## src/verilog/sp_data_pkg.sv

```systemverilog
// Constants for the serial port data register pair
package sp_data_pkg;
   // Data path width
   localparam int DATA_W = 32;
   // Peripheral bus offset width within one port block
   localparam int PADDR_W = 6;
   // Peripheral bus byte offsets
   localparam logic [PADDR_W-1:0] RX_WORD_OFF = 6'h00;
   localparam logic [PADDR_W-1:0] TX_WORD_OFF = 6'h04;
   // Default DMA data-port address width, top bit picks the region
   localparam int DADDR_W_DEF = 12;
   // Reset values
   localparam logic [DATA_W-1:0] RX_WORD_RST = 32'h0000_0000;
   localparam logic [DATA_W-1:0] TX_WORD_RST = 32'h0000_0000;
   localparam logic [DATA_W-1:0] RDATA_NONE = 32'h0000_0000;
   // Region select values on the DMA bus
   localparam logic DMA_REGION_RX = 1'b0;
   localparam logic DMA_REGION_TX = 1'b1;
   // Word alignment bits
   localparam logic [1:0] WORD_ALIGNED = 2'h0;

   // Target of one bus access
   typedef enum logic [1:0] {
      SEL_NONE = 2'b00,
      SEL_RX = 2'b01,
      SEL_TX = 2'b11
   } sel_e;
endpackage : sp_data_pkg

```

## src/verilog/serial_port_data_registers.sv

```systemverilog
// Receive and transmit data words of one serial port, on two buses
`timescale 1ns/100ps
module serial_port_data_registers
   import sp_data_pkg::*;
#(
   parameter int DADDR_W = DADDR_W_DEF
) (
   input wire logic i_sys_clk, // System clock, 25 MHz
   input wire logic i_resetn, // Synchronous reset, active low
   input wire logic i_pbus_req, // Peripheral bus request, held to ack
   input wire logic i_pbus_wr, // Peripheral bus write when high
   input wire logic [PADDR_W-1:0] i_pbus_addr, // Peripheral bus byte offset
   input wire logic [DATA_W-1:0] i_pbus_wdata, // Peripheral bus write data
   output logic o_pbus_ack, // Peripheral bus answer pulse
   output logic o_pbus_err, // Peripheral bus unmapped offset
   output logic [DATA_W-1:0] o_pbus_rdata, // Peripheral bus read data
   input wire logic i_dbus_req, // DMA bus request, held to ack
   input wire logic i_dbus_wr, // DMA bus write when high
   input wire logic [DADDR_W-1:0] i_dbus_addr, // DMA bus byte address
   input wire logic [DATA_W-1:0] i_dbus_wdata, // DMA bus write data
   output logic o_dbus_ack, // DMA bus answer pulse
   output logic o_dbus_err, // DMA bus misaligned address
   output logic [DATA_W-1:0] o_dbus_rdata, // DMA bus read data
   input wire logic i_rx_load, // Receive buffer stage hands a word
   input wire logic [DATA_W-1:0] i_rx_data, // Word from receive buffer stage
   output logic o_rx_full, // Receive word not yet read
   input wire logic i_tx_take, // Transmit shifter takes the word
   output logic [DATA_W-1:0] o_tx_data, // Word to transmit shifter
   output logic o_tx_empty // Transmit word consumed, room for next
);

   ////////////////////////////////////////////////////////////////////////////
   // Decode

   // Peripheral bus: only the two data offsets are served here
   function automatic sel_e pbus_sel(input logic [PADDR_W-1:0] addr);
      sel_e s;
      s = SEL_NONE;
      if (addr == RX_WORD_OFF) begin
         s = SEL_RX;
      end else if (addr == TX_WORD_OFF) begin
         s = SEL_TX;
      end
      return s;
   endfunction : pbus_sel

   // DMA bus: every aligned word of a region aliases its register
   function automatic sel_e dbus_sel(input logic [DADDR_W-1:0] addr);
      sel_e s;
      s = SEL_NONE;
      if (addr[1:0] == WORD_ALIGNED) begin
         s = (addr[DADDR_W-1] == DMA_REGION_TX) ? SEL_TX : SEL_RX;
      end
      return s;
   endfunction : dbus_sel

   logic [DATA_W-1:0] rx_word_q;
   logic [DATA_W-1:0] tx_word_q;
   sel_e p_sel;
   sel_e d_sel;
   logic p_cand;
   logic d_take;
   logic p_take;
   logic conflict;
   logic tx_write;

   // Candidates, conflict and fixed priority
   assign p_sel = pbus_sel(i_pbus_addr);
   assign d_sel = dbus_sel(i_dbus_addr);
   assign p_cand = i_pbus_req && !o_pbus_ack;
   assign d_take = i_dbus_req && !o_dbus_ack;
   assign conflict = p_cand && d_take && (p_sel == d_sel) && (p_sel != SEL_NONE);
   assign p_take = p_cand && !conflict;
   assign tx_write = (d_take && i_dbus_wr && d_sel == SEL_TX) ||
                     (p_take && i_pbus_wr && p_sel == SEL_TX);

   ////////////////////////////////////////////////////////////////////////////
   // Data words

   // Receive word: loaded only from the buffer stage, never by a bus
   always_ff @(posedge i_sys_clk) begin
      if (!i_resetn) begin
         rx_word_q <= RX_WORD_RST;
      end else if (i_rx_load) begin
         rx_word_q <= i_rx_data;
      end
   end

   // Transmit word: written from either bus, DMA bus first
   always_ff @(posedge i_sys_clk) begin
      if (!i_resetn) begin
         tx_word_q <= TX_WORD_RST;
      end else if (d_take && i_dbus_wr && d_sel == SEL_TX) begin
         tx_word_q <= i_dbus_wdata;
      end else if (p_take && i_pbus_wr && p_sel == SEL_TX) begin
         tx_word_q <= i_pbus_wdata;
      end
   end

   // Shifter output copy of the transmit word
   assign o_tx_data = tx_word_q;

   ////////////////////////////////////////////////////////////////////////////
   // Flags

   // Receive full: load sets, a bus read of the receive word clears, set wins
   always_ff @(posedge i_sys_clk) begin
      if (!i_resetn) begin
         o_rx_full <= 1'b0;
      end else if (i_rx_load) begin
         o_rx_full <= 1'b1;
      end else if ((d_take && !i_dbus_wr && d_sel == SEL_RX) ||
                   (p_take && !i_pbus_wr && p_sel == SEL_RX)) begin
         o_rx_full <= 1'b0;
      end
   end

   // Transmit empty: shifter take sets, a bus write of the transmit word clears, set wins
   always_ff @(posedge i_sys_clk) begin
      if (!i_resetn) begin
         o_tx_empty <= 1'b1;
      end else if (i_tx_take) begin
         o_tx_empty <= 1'b1;
      end else if ((d_take && i_dbus_wr && d_sel == SEL_TX) ||
                   (p_take && i_pbus_wr && p_sel == SEL_TX)) begin
         o_tx_empty <= 1'b0;
      end
   end

   ////////////////////////////////////////////////////////////////////////////
   // Answers

   // Peripheral bus answer, read data from the data words only
   always_ff @(posedge i_sys_clk) begin
      if (!i_resetn) begin
         o_pbus_ack <= 1'b0;
         o_pbus_err <= 1'b0;
         o_pbus_rdata <= RDATA_NONE;
      end else begin
         o_pbus_ack <= p_take;
         o_pbus_err <= p_take && (p_sel == SEL_NONE);
         if (p_take && !i_pbus_wr) begin
            unique case (p_sel)
               SEL_RX: o_pbus_rdata <= rx_word_q;
               SEL_TX: o_pbus_rdata <= tx_word_q;
               default: o_pbus_rdata <= RDATA_NONE;
            endcase
         end else begin
            o_pbus_rdata <= RDATA_NONE;
         end
      end
   end

   // DMA bus answer, same data words at every aligned alias
   always_ff @(posedge i_sys_clk) begin
      if (!i_resetn) begin
         o_dbus_ack <= 1'b0;
         o_dbus_err <= 1'b0;
         o_dbus_rdata <= RDATA_NONE;
      end else begin
         o_dbus_ack <= d_take;
         o_dbus_err <= d_take && (d_sel == SEL_NONE);
         if (d_take && !i_dbus_wr) begin
            unique case (d_sel)
               SEL_RX: o_dbus_rdata <= rx_word_q;
               SEL_TX: o_dbus_rdata <= tx_word_q;
               default: o_dbus_rdata <= RDATA_NONE;
            endcase
         end else begin
            o_dbus_rdata <= RDATA_NONE;
         end
      end
   end
endmodule : serial_port_data_registers

```

## config.mk

```make
export PLATFORM = sky130hd
export DESIGN_NAME = serial_port_data_registers
export DESIGN_NICKNAME = d
export VERILOG_FILES = /design/src/verilog/sp_data_pkg.sv /design/src/verilog/serial_port_data_registers.sv
export SDC_FILE = /design/constraint.sdc
export NUM_CORES = 1
export LEC_CHECK = 0
export BUFFER_PORTS_ARGS = -buffer_cell sky130_fd_sc_hd__buf_2
export CAP_MARGIN = 30
export CORE_MARGIN = 2
export CORE_UTILIZATION = 42
export CTS_CLUSTER_DIAMETER = 50
export DETAILED_ROUTE_END_ITERATION = 16
export PLACE_DENSITY = 0.75
export RECOVER_POWER = 25
export SLEW_MARGIN = 15
export SYNTH_ARGS = -nofsm -noshare
export SYNTH_HDL_FRONTEND = slang
export SYNTH_SLANG_ARGS = --single-unit
export TNS_END_PERCENT = 10
```

## constraint.sdc

```tcl
create_clock -name i_sys_clk -period 1.8 [get_ports i_sys_clk]
set_clock_uncertainty 0.2 [all_clocks]
set_input_delay 0 -clock i_sys_clk [delete_from_list [all_inputs] [get_ports i_sys_clk]]
set_output_delay 0 -clock i_sys_clk [all_outputs]
set_load 0.05 [all_outputs]
```

# Word level (Yosys, flattened, before mapping)
# Index checks and enable logic that the tools add are counted.
# op_classes
n_eq_ne,6
muxes,10
bitwise_logic,1
n_reduce_logical,33
# op_table
cell,count
$pmux 32 s2,2
$mux 32,2
$logic_and 1x1->1,16
$mux 2,4
$eq 6x3->1 const B,1
$logic_not 2->1,3
$logic_not 6->1,1
$reduce_bool 2->1,3
$logic_not 1->1,5
$eq 2x1->1 const B,2
$eq 2x2->1 const B,2
$reduce_and 2->1,2
$eq 2x2->1,1
$logic_or 1x1->1,2
$mux 1,2
$reduce_or 2->1,1
$not 1->1,1
# word_totals
reg_bits,134
inputBits,122
out_inout_bits,102
wordCells,60

# Logic depth before layout (Yosys ltp)
# logic_depth
word_depth,13
depth_mapped,6
mapped_depth_nobuf,4

# Least setup slack after synthesis
# No wires, ideal clock.
# synth_path
path_kind,register -> register
from,reg o_dbus_ack
to,reg tx_word_q[0] (netlist: o_tx_data[0])
setup_time_ns,0.127
arrival_time_ns,1.825
t_required_ns,1.473
path_slack_ns,-0.353
path_stages_with_launch,6
n_path_buf,1
period_less_slack_ns,2.153
cell_sequence,dfxtp_1 > nor4b_1 > a2111oi_4 > buf_6 > mux2i_1 > o2bb2ai_1
# synth_between
elab_chain_cells,10
elab_cells_between_ends,13
classes_between,mux (1); reduce/logical (12)
# synth_lines
element,line_no,text
from (decl),serial_port_data_registers.sv:21,"output logic o_dbus_ack,"
from (signal assigned),serial_port_data_registers.sv:161,o_dbus_ack <= d_take;
$logic_not 1->1 (*),serial_port_data_registers.sv:71,assign d_take = i_dbus_req && !o_dbus_ack;
$logic_and 1x1->1 (*),serial_port_data_registers.sv:71,
$logic_and 1x1->1 (3 in a row),serial_port_data_registers.sv:72,assign conflict = p_cand && d_take && (p_sel == d_sel) && (p_sel != SEL_NONE);
$logic_not 1->1,serial_port_data_registers.sv:73,assign p_take = p_cand && !conflict;
$logic_and 1x1->1,serial_port_data_registers.sv:73,
$logic_and 1x1->1 (2 in a row),serial_port_data_registers.sv:95,end else if (p_take && i_pbus_wr && p_sel == SEL_TX) begin
$reduce_bool 2->1 (no source line),-,
to (signal assigned),serial_port_data_registers.sv:94,tx_word_q <= i_dbus_wdata;
to (signal assigned),serial_port_data_registers.sv:96,tx_word_q <= i_pbus_wdata;
to (decl),serial_port_data_registers.sv:58,logic [DATA_W-1:0] tx_word_q;
# Mark *: on every way between the ends. The rest lies on a longest branch, timed or not.
# A chain may end at the register's enable or synchronous reset.

# Worst setup path in the final report
# layout_path
from,reg o_pbus_ack
to,reg tx_word_q[6] (netlist: o_tx_data[6])
# layout_between
elab_chain_cells,10
# layout_lines
element,line_no,text
from (decl),serial_port_data_registers.sv:14,"output logic o_pbus_ack,"
from (signal assigned),serial_port_data_registers.sv:140,o_pbus_ack <= p_take;
$logic_not 1->1 (*),serial_port_data_registers.sv:70,assign p_cand = i_pbus_req && !o_pbus_ack;
$logic_and 1x1->1 (*),serial_port_data_registers.sv:70,
$logic_and 1x1->1 (3 in a row),serial_port_data_registers.sv:72,
$logic_not 1->1,serial_port_data_registers.sv:73,
$logic_and 1x1->1 (*),serial_port_data_registers.sv:73,
$logic_and 1x1->1 (*) (2 in a row),serial_port_data_registers.sv:95,
$reduce_bool 2->1 (no source line) (*),-,
# Marked as above.

==> out/summary.txt <==
commonest non-fill, non-tap cell in the layout - buf_2
Pins Over Slew Limit - 0
Setup Viol. Count Final - 33
filler cell count in the final layout - 816
Buf/Inv on CP - 3
Die W - 114 um
met3 Use GR - 6.85%
Max Root-Sink Buffers - 2
synthesized area per cell - 10.3 um2
clock power share - 50.0%
crit path time final - 1.88 ns
die area - 13,000 um2
GRT Util Overall - 29.1%
H-Tree Depth - 4
share of cells above drive strength 1 - 28.5%
Routed Antenna Nets - 0
drt drc - 0
GR Util met1 - 33.7%
sequential share of power - 39.5%
Synth Register Bits - 134
VDD IR-drop max - 0.000637 V
nets@finish - 979
Crit-path slowest cell - dfxtp_2
DR pass1 iterations - 7
Initial Utilization - 42.7%
synth warn - 0
failing checks - setup timing
initial antenna violation count - 1
number of global-route vias before repair - 5,652
fin util - 72.1%
Vias - 5,467
CP required - 1.90 ns
Mapped Area - 5080 um2
DIE HEIGHT - 114 um
PortBufs - 214
Least-Margin Pin Slew - 0.752 ns
unrepaired setup endpoints after global routing - yes
gr ovfl total - 0
Most Used Layer, Global Route - met2
final WL - 19.2 mm
vias per std cell - 5.37
row cnt - 40
Ports - 224
status - finished with violations
internal power - 6.04 mW
Cell variety after synth - 30
HP Class - input port to flop
first-pass GRT wire length - 28.8 mm
worst skew pair latency - 0.42 ns
worst hold slack - 0.0450 ns
Cell Chain, Critical Path - buf_6 -> nand4b_1 -> a2111oi_4 -> buf_6 -> buf_12 -> mux2i_2 -> o2bb2ai_1
Fmax achieved - 531 MHz
core area - 11,900 um2
max-cap viol count - 0
CTS sink count - 134
CTS Root Cell - clkbuf_16
CP max stage delay - 0.32 ns
final hold violations - 0
most frequent cells in the layout - 170 x buf_2, 143 x dlygate4sd3_1, 132 x dfxtp_1
drt wl/cell - 18.8 um
Sw Ratio - 22.4%
type of element capturing the critical path - flop
kind of critical path - flop to flop
sequential area share after synthesis - 52.8%
gpl congestion - 0.808
clock slew at reported path FFs - 0.06 ns
met2 Track Usage GR - 49.3%
Leak - 3.49 nW
combinational power share - 10.5%
startpoint class of the critical path - flop
critical path arrival - 1.99 ns
post-route setup slack - -0.0836 ns
Pwr per Cell Area - 907 nW/um2
CTS tree - yes
TritonCTS buffer count - 17
synth top area cells - dfxtp_1 53%, mux2i_1 13%, o2bb2ai_1 5.5%
largest net degree at the start of global routing - 38
DRT iter0 DRCs - 468
Final HPWL DP - 10.7 mm
area leader, netlist - dfxtp_1
family with the most delay on the worst path - buffers and inverters
Layout area overhead - 68.9%
Yosys top cell area share - 52.8%
Crit Path Max Fanout - 11
Synthesized Nets - 616
headroom to the max-slew limit - 49.7%
NetSw - 1.74 mW
Tcrit/Tclk final - 105%
Synth Instances - 494
most frequent CP cell - buf_6
## repair_timing
action                     in CTS  in global routing
setup endpoints to repair      65                 65
pin swaps                       0                  1
hold buffers                  144                  0
buffers inserted                3                  0
gates cloned                    1                  0
gates resized for setup        14                 10
hold endpoints to repair      115                  0
## per-stage QoR
step	setup TNS (ns)	instances	power, mW	setup WS, ns	instance area, um2
final	-1.01	1018	7.79	-0.0836	8590
after global routing	-2.65	1018	7.99	-0.115	8590
after CTS	-0.151	1017	7.77	-0.0898	8590
after detailed placement	-9.42	837	3.65	-0.228	6410
after global placement	-7.24	837	3.64	-0.167	6410
after floorplan	-4.20	494	3.40	-0.131	5100
## synth_stat cells
cell,n
mux2i_1,64
nor3_1,1
o2bb2ai_1,32
or4b_2,1
nand2_1,4
dfxtp_1,134
buf_6,3
or4b_1,1
and2_1,1
buf_2,4
nand2b_1,32
xnor2_1,1
nor3b_1,1
a2111oi_4,1
o21ai_0,1
clkbuf_1,33
nor2_1,36
a21oi_1,33
o21a_1,1
nor4b_1,1
inv_1,3
or4_4,1
a2111oi_0,1
a22oi_1,32
nor2_4,1
nand3_1,34
a311oi_1,1
nand4b_1,1
nor2b_1,34
nand3b_1,1
## cell families after synthesis
group | after synthesis | share of synthesized area (%)
AND/OR/NAND/NOR | 150 | 16.1
buffers and inverters | 43 | 3.72
flip-flops | 134 | 52.8
XOR/XNOR | 1 | 0.172
AO/OA/AOI/OAI | 102 | 14.6
multiplexers | 64 | 12.6
## area by class of cell
class | count | area [um2] | share of cell area (%)
clock buffer | 20 | 468 | 5.45
tap | 147 | 184 | 2.14
sequential | 134 | 2690 | 31.3
multi-input combinational | 317 | 2290 | 26.7
timing repair buffer | 384 | 2740 | 32.0
clock inverter | 12 | 198 | 2.30
antenna | 1 | 2.50 | 0.0291
inverter | 3 | 11.3 | 0.131
## layer usage
layer	vias to the layer above	wire, um
met3	69	1410
li1	2486	-
met5	-	0
met1	2597	7510
met4	0	842
met2	315	9410
## power groups by stage
| stage | Combinational (mW) | Sequential [mW] | Clock, mW |
|---|---|---|---|
| after floorplan | 0.212 | 3.19 | 0 |
| after global placement | 0.501 | 3.13 | 0 |
| after detailed placement | 0.513 | 3.14 | 0 |
| after CTS | 0.784 | 3.07 | 3.91 |
| after global routing | 0.861 | 3.08 | 4.04 |
| final | 0.818 | 3.08 | 3.89 |
## flip-flops by register name, indices dropped and copies added, names as in the netlist
register / cells
o_pbus_ack: 1
o_tx_data: 32
o_pbus_rdata: 32
o_dbus_err: 1
o_rx_full: 1
o_dbus_rdata: 32
rx_word_q: 32
o_tx_empty: 1
o_pbus_err: 1
o_dbus_ack: 1
## tightest hold or removal path, delay by kind of cell
kind	cells	cell delay, ns
buffers and inverters	2	0.42
and+or+nand+nor	1	0.13
AOI/OAI and AO/OA	1	0.05
## final timing paths
path                                      from          endpoint  slack [ns]  depth (start not counted)
worst max-delay path                o_pbus_ack      o_tx_data[6]       -0.08                          7
worst min-delay path            i_pbus_addr[2]  o_pbus_rdata[27]        0.05                          4
worst max register to register      o_pbus_ack      o_tx_data[6]       -0.08                          7
worst min register to register      o_tx_empty        o_tx_empty        0.26                          2
Power figures use the tool's default switching activity.
